<file path="src/fpm_pkg.sv">
// fpm_pkg: constants and carrier types for the flash protection mode control block
// assumes: one clock domain, synchronous active-high reset
package fpm_pkg;

  // ********************************************************************
  // protection modes
  // ********************************************************************
  typedef enum logic [2:0] {
    FPM_MODE_OPEN      = 3'b001,
    FPM_MODE_PROTECTED = 3'b010,
    FPM_MODE_LOCKED    = 3'b100
  } fpm_mode_type;

  // nonvolatile code of each mode, two bits
  localparam logic [1:0] FPM_NV_OPEN      = 2'h0;
  localparam logic [1:0] FPM_NV_PROTECTED = 2'h1;
  localparam logic [1:0] FPM_NV_LOCKED    = 2'h2;

  // mode-change request codes
  localparam logic [1:0] FPM_REQ_TO_OPEN      = 2'h0;
  localparam logic [1:0] FPM_REQ_TO_PROTECTED = 2'h1;
  localparam logic [1:0] FPM_REQ_TO_LOCKED    = 2'h2;

  // ********************************************************************
  // sizes, reset values and timing
  // ********************************************************************
  localparam int unsigned FPM_ROWS_DEF     = 256;
  localparam int unsigned FPM_ROW_AW_DEF   = 8;
  localparam logic        FPM_RST_BOOTED   = 1'b0;
  localparam logic [1:0]  FPM_RST_NV       = 2'h0;
  localparam int unsigned FPM_LOAD_CYCLES  = 2;

  // ********************************************************************
  // carriers
  // ********************************************************************
  // one flash access request: kind flags, row index, origin
  typedef struct packed {
    logic       valid;
    logic       rd;
    logic       wr;
    logic       er;
    logic [7:0] row;
    logic       internal;   // issued by supervisory system-call code
  } fpm_acc_type;

  // answer to an access request
  typedef struct packed {
    logic grant;
    logic deny;
  } fpm_ans_type;

endpackage

</file>
<file path="src/fpm_row_guard.sv">
// fpm_row_guard: per-row write and read protection bitmaps
// assumes: bitmaps loaded by the parent from nonvolatile storage via set strobes
`timescale 1ns/10ps
module fpm_row_guard #(
  parameter int unsigned ROWS = fpm_pkg::FPM_ROWS_DEF,
  parameter int unsigned AW   = fpm_pkg::FPM_ROW_AW_DEF
) (
  input  wire logic          clock,
  input  wire logic          srst,
  input  wire logic          set_valid,
  input  wire logic [AW-1:0] set_row,
  input  wire logic          set_wprot,
  input  wire logic          set_rprot,
  input  wire logic          clear_all,
  input  wire logic [AW-1:0] chk_row,
  output logic               row_wprot,
  output logic               row_rprot
);

  logic [ROWS-1:0] wmap_q;
  logic [ROWS-1:0] rmap_q;

  // ********************************************************************
  // one flop pair per row
  // ********************************************************************
  // full erase wipes the markings together with the data
  genvar gi;
  generate
    for (gi = 0; gi < ROWS; gi++)
    begin : g_row
      always_ff @(posedge clock)
      begin
        if (srst || clear_all)
        begin
          wmap_q[gi] <= 1'b0;
          rmap_q[gi] <= 1'b0;
        end
        else if (set_valid && (set_row == AW'(gi)))
        begin
          wmap_q[gi] <= set_wprot;
          rmap_q[gi] <= set_rprot;
        end
      end
    end
  endgenerate

  // lookup is combinational; the parent registers the answer
  assign row_wprot = wmap_q[chk_row];
  assign row_rprot = rmap_q[chk_row];

endmodule // fpm_row_guard

</file>
<file path="src/fpm_ctrl.sv">
// fpm_ctrl: chip-wide flash protection mode, debug gating, external erase
// gating and per-row access checks
// assumes: nonvolatile mode word held at nv_mode through the load cycles after srst falls,
// erase engine reports full-erase completion as a one-cycle pulse
`timescale 1ns/10ps
module fpm_ctrl #(
  parameter int unsigned ROWS = fpm_pkg::FPM_ROWS_DEF,
  parameter int unsigned AW   = fpm_pkg::FPM_ROW_AW_DEF
) (
  input  wire logic                clock,
  input  wire logic                srst,
  input  wire logic [1:0]          nv_mode,
  input  wire logic                req_valid,
  input  wire logic [1:0]          req_code,
  input  wire logic                full_erase_done,
  input  wire logic                dbg_mem_req,
  input  wire logic                dbg_ctl_req,
  input  wire logic                ext_erase_req,
  input  wire fpm_pkg::fpm_acc_type acc,
  input  wire logic                row_set_valid,
  input  wire logic [AW-1:0]       row_set_idx,
  input  wire logic                row_set_wprot,
  input  wire logic                row_set_rprot,
  output logic [2:0]               mode,
  output logic                     nv_write,
  output logic [1:0]               nv_wdata,
  output logic                     req_accept,
  output logic                     req_reject,
  output logic                     dbg_mem_grant,
  output logic                     dbg_ctl_grant,
  output logic                     dbg_deny,
  output logic                     ext_erase_start,
  output logic                     ext_erase_deny,
  output fpm_pkg::fpm_ans_type      acc_ans,
  output logic                     ready
);

  fpm_pkg::fpm_mode_type mode_q;
  fpm_pkg::fpm_mode_type mode_d;
  logic [1:0]            load_cnt_q;
  logic                  ready_q;
  logic                  erased_q;
  logic                  accept_d;
  logic                  reject_d;
  logic                  row_wprot;
  logic                  row_rprot;
  logic                  clear_rows;

  // ********************************************************************
  // reload from nonvolatile storage
  // ********************************************************************
  // nv_mode is caught by a clocked process after release, never by reset
  // itself; ready stays low so no debug grant can precede the load
  always_ff @(posedge clock)
  begin
    if (srst)
    begin
      load_cnt_q <= 2'h0;
      ready_q    <= fpm_pkg::FPM_RST_BOOTED;
    end
    else if (!ready_q)
    begin
      load_cnt_q <= load_cnt_q + 2'h1;
      if (load_cnt_q == 2'(fpm_pkg::FPM_LOAD_CYCLES - 1))
        ready_q <= 1'b1;
    end
  end

  // ********************************************************************
  // mode transitions
  // ********************************************************************
  // only open->protected, open->locked, protected->open after erase
  always_comb
  begin
    mode_d   = mode_q;
    accept_d = 1'b0;
    if (ready_q && req_valid)
    begin
      case (mode_q)
        fpm_pkg::FPM_MODE_OPEN:
        begin
          if (req_code == fpm_pkg::FPM_REQ_TO_PROTECTED)
            mode_d = fpm_pkg::FPM_MODE_PROTECTED;
          else if (req_code == fpm_pkg::FPM_REQ_TO_LOCKED)
            mode_d = fpm_pkg::FPM_MODE_LOCKED;
        end
        fpm_pkg::FPM_MODE_PROTECTED:
        begin
          if (req_code == fpm_pkg::FPM_REQ_TO_OPEN && erased_q)
            mode_d = fpm_pkg::FPM_MODE_OPEN;
        end
        default:
          mode_d = mode_q;
      endcase
      // every permitted change moves the mode, so a move means accepted
      accept_d = (mode_d != mode_q);
    end
    reject_d = ready_q && req_valid && !accept_d;
  end

  // mode register: loaded from storage during boot, then steered
  always_ff @(posedge clock)
  begin
    if (srst)
      mode_q <= fpm_pkg::FPM_MODE_OPEN;
    else if (!ready_q)
    begin
      if (nv_mode == fpm_pkg::FPM_NV_LOCKED)
        mode_q <= fpm_pkg::FPM_MODE_LOCKED;
      else if (nv_mode == fpm_pkg::FPM_NV_PROTECTED)
        mode_q <= fpm_pkg::FPM_MODE_PROTECTED;
      else
        mode_q <= fpm_pkg::FPM_MODE_OPEN;
    end
    else
      mode_q <= mode_d;
  end

  // ********************************************************************
  // full-erase tracking
  // ********************************************************************
  // set wins over the clear; cleared on leaving protected or on re-entry
  always_ff @(posedge clock)
  begin
    if (srst)
      erased_q <= 1'b0;
    else if (full_erase_done && mode_q == fpm_pkg::FPM_MODE_PROTECTED)
      erased_q <= 1'b1;
    else if (accept_d)
      erased_q <= 1'b0;
  end

  // ********************************************************************
  // nonvolatile write-back and request answers
  // ********************************************************************
  always_ff @(posedge clock)
  begin
    if (srst)
    begin
      nv_write   <= 1'b0;
      nv_wdata   <= fpm_pkg::FPM_RST_NV;
      req_accept <= 1'b0;
      req_reject <= 1'b0;
      mode       <= fpm_pkg::FPM_MODE_OPEN;
      ready      <= 1'b0;
    end
    else
    begin
      nv_write   <= accept_d;
      req_accept <= accept_d;
      req_reject <= reject_d;
      mode       <= mode_q;   // status copies lag the state by one cycle
      ready      <= ready_q;
      if (mode_d == fpm_pkg::FPM_MODE_LOCKED)
        nv_wdata <= fpm_pkg::FPM_NV_LOCKED;
      else if (mode_d == fpm_pkg::FPM_MODE_PROTECTED)
        nv_wdata <= fpm_pkg::FPM_NV_PROTECTED;
      else
        nv_wdata <= fpm_pkg::FPM_NV_OPEN;
    end
  end

  // ********************************************************************
  // debug gating
  // ********************************************************************
  // protected blocks memory accesses only; locked blocks control too
  always_ff @(posedge clock)
  begin
    if (srst)
    begin
      dbg_mem_grant <= 1'b0;
      dbg_ctl_grant <= 1'b0;
      dbg_deny      <= 1'b0;
    end
    else
    begin
      dbg_mem_grant <= ready_q && dbg_mem_req
                       && mode_q == fpm_pkg::FPM_MODE_OPEN;
      dbg_ctl_grant <= ready_q && dbg_ctl_req
                       && mode_q != fpm_pkg::FPM_MODE_LOCKED;
      dbg_deny      <= (dbg_mem_req && (!ready_q || mode_q != fpm_pkg::FPM_MODE_OPEN))
                       || (dbg_ctl_req && (!ready_q
                       || mode_q == fpm_pkg::FPM_MODE_LOCKED));
    end
  end

  // ********************************************************************
  // external erase gating
  // ********************************************************************
  // no partial erase can start while locked; refused before boot too
  always_ff @(posedge clock)
  begin
    if (srst)
    begin
      ext_erase_start <= 1'b0;
      ext_erase_deny  <= 1'b0;
    end
    else
    begin
      ext_erase_start <= ext_erase_req && ready_q
                         && mode_q != fpm_pkg::FPM_MODE_LOCKED;
      ext_erase_deny  <= ext_erase_req
                         && (!ready_q || mode_q == fpm_pkg::FPM_MODE_LOCKED);
    end
  end

  // ********************************************************************
  // row protection and internal access
  // ********************************************************************
  assign clear_rows = full_erase_done;

  fpm_row_guard #(
    .ROWS (ROWS),
    .AW   (AW)
  ) u_rows (
    .clock     (clock),
    .srst      (srst),
    .set_valid (row_set_valid),
    .set_row   (row_set_idx),
    .set_wprot (row_set_wprot),
    .set_rprot (row_set_rprot),
    .clear_all (clear_rows),
    .chk_row   (acc.row[AW-1:0]),
    .row_wprot (row_wprot),
    .row_rprot (row_rprot)
  );

  // internal system-call accesses bypass the row checks
  always_ff @(posedge clock)
  begin
    if (srst || !acc.valid)
      acc_ans <= '0;
    else if (acc.internal)
      acc_ans <= '{grant: 1'b1, deny: 1'b0};
    else if ((acc.wr && row_wprot) || (acc.rd && row_rprot))
      acc_ans <= '{grant: 1'b0, deny: 1'b1};
    else
      acc_ans <= '{grant: 1'b1, deny: 1'b0};
  end

  // ********************************************************************
  // checks
  // ********************************************************************
  property p_locked_stays;
    @(posedge clock) disable iff (srst)
      (ready_q && mode_q == fpm_pkg::FPM_MODE_LOCKED) |=> mode_q == fpm_pkg::FPM_MODE_LOCKED;
  endproperty
  a_locked_stays: assert property (p_locked_stays) else $error("left locked");

  property p_prot_dbg;
    @(posedge clock) disable iff (srst)
      (mode_q != fpm_pkg::FPM_MODE_OPEN) |=> !dbg_mem_grant;
  endproperty
  a_prot_dbg: assert property (p_prot_dbg) else $error("debug mem granted");

  property p_lock_ctl;
    @(posedge clock) disable iff (srst)
      (dbg_ctl_req && mode_q == fpm_pkg::FPM_MODE_LOCKED) |=> dbg_deny && !dbg_ctl_grant;
  endproperty
  a_lock_ctl: assert property (p_lock_ctl) else $error("locked debug not denied");

  property p_lock_erase;
    @(posedge clock) disable iff (srst)
      (ext_erase_req && mode_q == fpm_pkg::FPM_MODE_LOCKED) |=> ext_erase_deny && !ext_erase_start;
  endproperty
  a_lock_erase: assert property (p_lock_erase) else $error("locked erase started");

  property p_open_needs_erase;
    @(posedge clock) disable iff (srst)
      ($past(mode_q) == fpm_pkg::FPM_MODE_PROTECTED && mode_q == fpm_pkg::FPM_MODE_OPEN
       && $past(ready_q)) |-> $past(erased_q);
  endproperty
  a_open_needs_erase: assert property (p_open_needs_erase) else $error("open w/o erase");

  property p_to_prot;
    @(posedge clock) disable iff (srst)
      (ready_q && req_valid && req_code == fpm_pkg::FPM_REQ_TO_PROTECTED
       && mode_q == fpm_pkg::FPM_MODE_OPEN)
      |=> mode_q == fpm_pkg::FPM_MODE_PROTECTED ##0 req_accept;
  endproperty
  a_to_prot: assert property (p_to_prot) else $error("open->protected lost");

  property p_to_lock;
    @(posedge clock) disable iff (srst)
      (ready_q && req_valid && req_code == fpm_pkg::FPM_REQ_TO_LOCKED
       && mode_q == fpm_pkg::FPM_MODE_OPEN)
      |=> mode_q == fpm_pkg::FPM_MODE_LOCKED ##1 mode == 3'h4;
  endproperty
  a_to_lock: assert property (p_to_lock) else $error("open->locked lost");

  property p_illegal_ignored;
    @(posedge clock) disable iff (srst)
      (ready_q && req_valid && mode_q == fpm_pkg::FPM_MODE_PROTECTED
       && req_code == fpm_pkg::FPM_REQ_TO_LOCKED) |=> $stable(mode_q) && req_reject;
  endproperty
  a_illegal_ignored: assert property (p_illegal_ignored) else $error("bad change taken");

  property p_internal;
    @(posedge clock) disable iff (srst)
      (acc.valid && acc.internal) |=> acc_ans.grant && !acc_ans.deny;
  endproperty
  a_internal: assert property (p_internal) else $error("internal access denied");

  property p_row_w;
    @(posedge clock) disable iff (srst)
      (acc.valid && !acc.internal && acc.wr && row_wprot) |=> acc_ans.deny;
  endproperty
  a_row_w: assert property (p_row_w) else $error("protected row written");

  property p_boot_nodbg;
    @(posedge clock) disable iff (srst)
      !ready_q |=> !dbg_mem_grant && !dbg_ctl_grant;
  endproperty
  a_boot_nodbg: assert property (p_boot_nodbg) else $error("debug before load");

  property p_reset_open;
    @(posedge clock) $fell(srst) |-> mode_q == fpm_pkg::FPM_MODE_OPEN;
  endproperty
  a_reset_open: assert property (p_reset_open) else $error("reset not open");

endmodule // fpm_ctrl

</file>
<file path="config.mk">
export PLATFORM = sky130hd
export DESIGN_NAME = fpm_ctrl
export DESIGN_NICKNAME = d
export VERILOG_FILES = /design/src/fpm_pkg.sv /design/src/fpm_row_guard.sv /design/src/fpm_ctrl.sv
export SDC_FILE = /design/constraint.sdc
export NUM_CORES = 1
export LEC_CHECK = 0
export ABC_AREA = 1
export ABC_CLOCK_PERIOD_IN_PS = 2230
export BUFFER_PORTS_ARGS = -buffer_cell sky130_fd_sc_hd__buf_2
export CORE_MARGIN = 3
export CORE_UTILIZATION = 35
export DETAILED_ROUTE_END_ITERATION = 7
export PLACE_DENSITY_LB_ADDON = 0.1
export SLEW_MARGIN = 20
export SYNTH_ARGS = -nofsm -noshare
export SYNTH_HDL_FRONTEND = slang
export SYNTH_SLANG_ARGS = --single-unit
</file>
<file path="constraint.sdc">
create_clock -name clock -period 2.23 [get_ports clock]
set_clock_uncertainty 0.2 [all_clocks]
set_input_delay 0.3345 -clock clock [delete_from_list [all_inputs] [get_ports clock]]
set_output_delay 0.3345 -clock clock [all_outputs]
set_load 0.005 [all_outputs]
</file>
After elaboration in Yosys (flattened, before gate mapping). Cells that the tools add are included.

Bits in registers: 534. Bits of input ports: 35. Output and inout bits: 16. Logic and storage cells: 1106.

Multiplexer cells: 22. $lt $le $gt $ge: 1. Equal/unequal tests: 268. $add $sub $neg: 1. Reduce and logical (&&, ||, !) cells: 285.

Operators with widths (count): == test 8 bit, second input constant (128); == test 8 x 7 -> 1 bit, second input constant (64); logical AND 1 bit (271); == test 8 x 6 -> 1 bit, second input constant (32); == test 8 x 5 -> 1 bit, second input constant (16); == test 8 x 4 -> 1 bit, second input constant (8); == test 8 x 3 -> 1 bit, second input constant (4); 2-to-1 mux 3 bit (7); binary-select mux 1 bit (select 8 bit) (2); == test 8 x 2 -> 1 bit, second input constant (2); less-than comparator 8 x 9 -> 1 bit, second input constant (1); == test 8 x 1 -> 1 bit, second input constant (1); logical NOT 8 bit (1); 2-to-1 mux 1 bit (8); 2-to-1 mux 2 bit (4); == test 2 x 1 -> 1 bit, second input constant (3); == test 3 x 2 -> 1 bit, second input constant (2); == test 3 bit, second input constant (2); logical OR 1 bit (6); one-hot mux 3 bit (2 select lines) (1); == test 2 bit, second input constant (2); OR reduction 2 bit (2); == test 3 x 1 -> 1 bit, second input constant (1); logical NOT 1 bit (3); other kinds (6) (6).

Depth between registers and ports, before layout.
Depth in word-level cells: 9. Gate-level depth with buffers: 18. Gate-level depth less buffers: 15.

Hierarchy. A second synthesis with hierarchy kept.

Cells, all modules: 4093. Area total of the unflattened synthesis: 26037.5 um^2.

Modules (own cells, without submodules): fpm_row_guard (area an instance 25160.4 um^2, times used 1, seq. area each 10249.8 um^2, cells an instance 3982); fpm_ctrl (area an instance 877.1 um^2, times used 1, seq. area each 440.4 um^2, cells an instance 111).

Worst setup path after synthesis. OpenSTA, ideal clock, no wires.

Path type: input to register. From: in acc[1] (netlist name). To: reg acc_ans[0] (netlist name). Setup time: 0.112 ns. Arrival time: 1.541 ns. Cell stages on the path: 17. Buffers on the path: 3. Data required time: 1.918 ns. Setup slack: 0.377 ns. Cells stage by stage: buf_6 > buf_6 > buf_4 > nand2_1 > nand3_1 > nand3_1 > nand3_1 > nand2_1 > nand2_1 > nand3_1 > nand3_1 > nand3_1 > nand2_1 > nand2_1 > nand2_1 > nand2_1 > nor2_1.

Cells in the longest elaborated chain, start to end: 5. Elaborated cells on any way between the ends: 8. Classes of those cells: mux: 5; reduce/logical: 3.

RTL lines: start: declaration (RTL line fpm_ctrl.sv:19) `input wire fpm_pkg::fpm_acc_type acc,`; binary-select mux 1 bit (select 8 bit), on equally long branches (RTL line fpm_row_guard.sv:48, fpm_row_guard.sv:49); 2-to-1 mux 1 bit, on equally long branches (RTL line fpm_row_guard.sv:48, fpm_row_guard.sv:49); logical AND 1 bit (RTL line fpm_ctrl.sv:235) `else if ((acc.wr && row_wprot) || (acc.rd && row_rprot))`; logical OR 1 bit (*) (RTL line fpm_ctrl.sv:235); 2-to-1 mux 2 bit (*) (RTL line fpm_ctrl.sv:235); end signal: assignment (RTL line fpm_ctrl.sv:234) `acc_ans <= '{grant: 1'b1, deny: 1'b0};`; end signal: assignment (RTL line fpm_ctrl.sv:236) `acc_ans <= '{grant: 1'b0, deny: 1'b1};`; end signal: assignment (RTL line fpm_ctrl.sv:238) `acc_ans <= '{grant: 1'b1, deny: 1'b0};`; end: declaration (RTL line fpm_ctrl.sv:34) `output fpm_pkg::fpm_ans_type acc_ans,`.

Mark *: on every way between the ends. The rest lies on a longest branch, timed or not. The select of a mux whose other input is x is not followed. A chain may end at the register's enable or synchronous reset.

Worst setup path after layout. Ends and elaborated chain as after synthesis.

==> results.md <==
* Worst reg2reg path depth at 14
* Status: complete, no violations
* Total number of vias at 23.1k
* P&R area growth vs syn at 18.6%
* Netlist cell types at 25
* Share of post-route cells with drive strength above 1 at 9.32%
* Leak at 9.64 nW
* Core Util, Final at 42.3%
* Synthesized flop and latch total at 534
* Nets at 3431
* DRC at 0
* Initial Utilization at 35.7%
* CP endpoint kind: flip-flop
* Max Transition Viols Final at 0
* Number of global-route vias before repair at 22.2k
* FMAX at 476 MHz
* Largest stage delay, worst path at 0.23 ns
* Pwr/cell area at 784 nW/um^2
* Worst-path fanout max at 41
* Routability congestion estimate at 0.812
* Critical Path, Cell by Cell: clkbuf_8 > inv_8 > buf_12 > buf_4 > nand2_1 > nand3_1 > nand3_1 > nand3_1 > nand3_1 > nand2_1 > nand2_1 > nand3_1 > nand3_1 > nand2_1 > nand2_1 > nand2_1 > nand2_1 > nor2_1
* H-tree Lvls at 3
* Synth Net Count at 3393
* Worst-Skew Late Latency at 0.60 ns
* Initial antenna violation count at 4
* Maxcap violations at 0
* DIE AREA at 72400 um^2
* Critical path origin: acc[1]
* Antenna viol nets, final at 0
* Cell area after synthesis at 24200 um^2
* Reg2reg end: acc_ans[0]$_SDFF_PP0_
* Die W at 269 um
* Crit path max-delay family: simple AND/OR/NAND/NOR gates
* CTS Buf Count at 66
* # clock sinks at 534
* Pin count of the biggest net entering global routing at 112
* DRT Pass-1 Iters at 5
* Reg2reg start: u_rows.rmap_q[49]$_SDFFE_PP0P_
* Detailed Place HPWL at 52800 um
* PostCTS Resize Cnt at 0
* Hold Path Class: primary input to flip-flop
* # IOs at 51
* Data required, critical path at 2.55 ns
* Final period utilization at 94.1%
* Most common cell after layout, fill and taps aside: nor2_1
* Unrepaired setup endpoints after global routing: false
* Mean routed wirelength per cell at 19.2 um
* Port bufs at 49
* Worst setup SP type: primary input
* Initial DRC count at 1715
* Synth area leader: dfxtp_1
* Global-route total usage across every layer at 23.1%
* Slowest CP cell: buf_12
* Vias per cell at 5.30
* Tmin final at 2.10 ns
* CTS tree: yes
* Slew HR at 54.3%
* Critical Path AT at 2.42 ns
* Final hold viol count at 0
* Mean Syn Cell Area at 7.22 um^2
* Clock buffer depth at 3
* Largest cells by area after synthesis: dfxtp_1, a211oi_1, nor2_1
* Crit path buf inv count at 4
* Die Y-Extent at 269 um
* Synth Warn # at 0
* # fillers at 6940
* Global-route wire length before repair at 129000 um
* Tot Pwr at 22.5 mW
* Hold endpoint: acc_ans[1]$_SDFF_PP0_
* Hold_sp: acc[11]
* Syn Inst Count at 3355
* Final setup fails at 0
* Most used cell, CP: nand2_1
* Root buffer cell: clkbuf_16
* GRT Residual Overflow at 0
* Synth top area share at 44.1%
* CORE AREA at 67900 um^2
* Worst VDD drop at 0.566 mV
* Post-synthesis sequential area ratio at 44.1%
* WL final at 84000 um
* CP Class: primary input to flip-flop
* Slew @ Worst Pin at 0.684 ns
* Cell Rows at 95
* Hold Path Stages at 4
* Clock transition at path regs at 0.05 ns
* Reg2reg setup slack at 0.20 ns
* Most frequent cells in the layout: nor2_1, nand2_1, dfxtp_1
==> cell families (layout without fill, tap and decap cells) <==
group                      Yosys count  after routing  synth area share [%]
AOI/OAI and AO/OA                  527            527                  16.2
xor gates and xnor gates             1              1                0.0362
adders and majority gates            3              3                 0.155
buffers and inverters              353            442                  6.90
DFF                                534            534                  44.1
other                                0              2                     0
and+or+nand+nor                   1937           1937                  32.6
==> flip-flops by register name, indices dropped and copies added, names as in the netlist <==
name	cells
ext_erase_start	1
ext_erase_deny	1
load_cnt_q	2
req_accept	1
mode_q	3
req_reject	1
dbg_deny	1
u_rows.rmap_q	256
erased_q	1
nv_wdata	2
dbg_mem_grant	1
ready_q	1
acc_ans	2
dbg_ctl_grant	1
mode	3
u_rows.wmap_q	256
ready	1
==> synthesized netlist by cell type, drive strengths merged <==
library cell,number
clkbuf,146
o22ai,1
xor2,1
nor3,9
nand4,1
o31ai,1
dfxtp,534
ha,3
nor2,833
a211oi,508
a21oi,11
or2,1
nand3,486
o21ai,6
nor4,1
inv,96
buf,111
nand2,606
==> where the power goes <==
part / internal, mW / switching (mW)
logic: 0.587 / 1.32
registers: 9.61 / 0.0370
clock network: 6.79 / 4.18
==> final cells by class <==
type	instances	area [um^2]	area share (%)
inverter	96	385	1.34
clock buffer	104	2060	7.17
antenna	2	5.00	0.0174
timing repair buffer	227	2390	8.33
sequential	534	10700	37.2
tap	921	1150	4.01
clock inverter	15	179	0.623
multi-input combinational	2468	11900	41.3
==> per-layer routing <==
metal	track usage (%)	up-vias	part of all wire (%)
met2	37.8	593	46
met5	0	-	0.032
met1	30.4	10800	45
met3	4.11	178	5.5
li1	-	11600	-
met4	8.97	4	3.7
==> stage by stage <==
stage | std cells | instance area [um^2] | setup TNS, ns | hold slack, ns | setup WS [ns]
2_1_floorplan | 3355 | 24200 | 0 | 0.213 | 0.377
3_3_place_gp | 4231 | 26300 | -1.02 | 0.245 | -0.486
3_5_place_dp | 4231 | 26300 | -1.78 | 0.249 | -0.476
4_1_cts | 4365 | 28700 | 0 | 0.0277 | 0.148
5_1_grt | 4365 | 28700 | 0 | 0.0408 | 0.0192
6_report | 4367 | 28700 | 0 | 0.0472 | 0.131
==> repair_timing <==
action | in CTS | in global routing
buffers inserted | 0 | 0
endpoints found under the hold margin | 31 | 0
hold buffers | 15 | 0
==> worst max path at each step <==
stage / to / cells after the start / slack [ns]
final: acc_ans[0]$_SDFF_PP0_ / 18 / 0.13
after global routing: acc_ans[0]$_SDFF_PP0_ / 14 / 0.02
after CTS: acc_ans[0]$_SDFF_PP0_ / 18 / 0.15
after detailed placement: acc_ans[0]$_SDFF_PP0_ / 18 / -0.48
after global placement: acc_ans[0]$_SDFF_PP0_ / 18 / -0.49
after floorplan: acc_ans[0]$_SDFF_PP0_ / 17 / 0.38
==> worst register-to-register path: cells and delay by family (launching register included) <==
kind	cells	cell delay (ns)
AND/OR/NAND/NOR	14	1.45
flip-flops	1	0.33
Power figures use the tool's default switching activity.
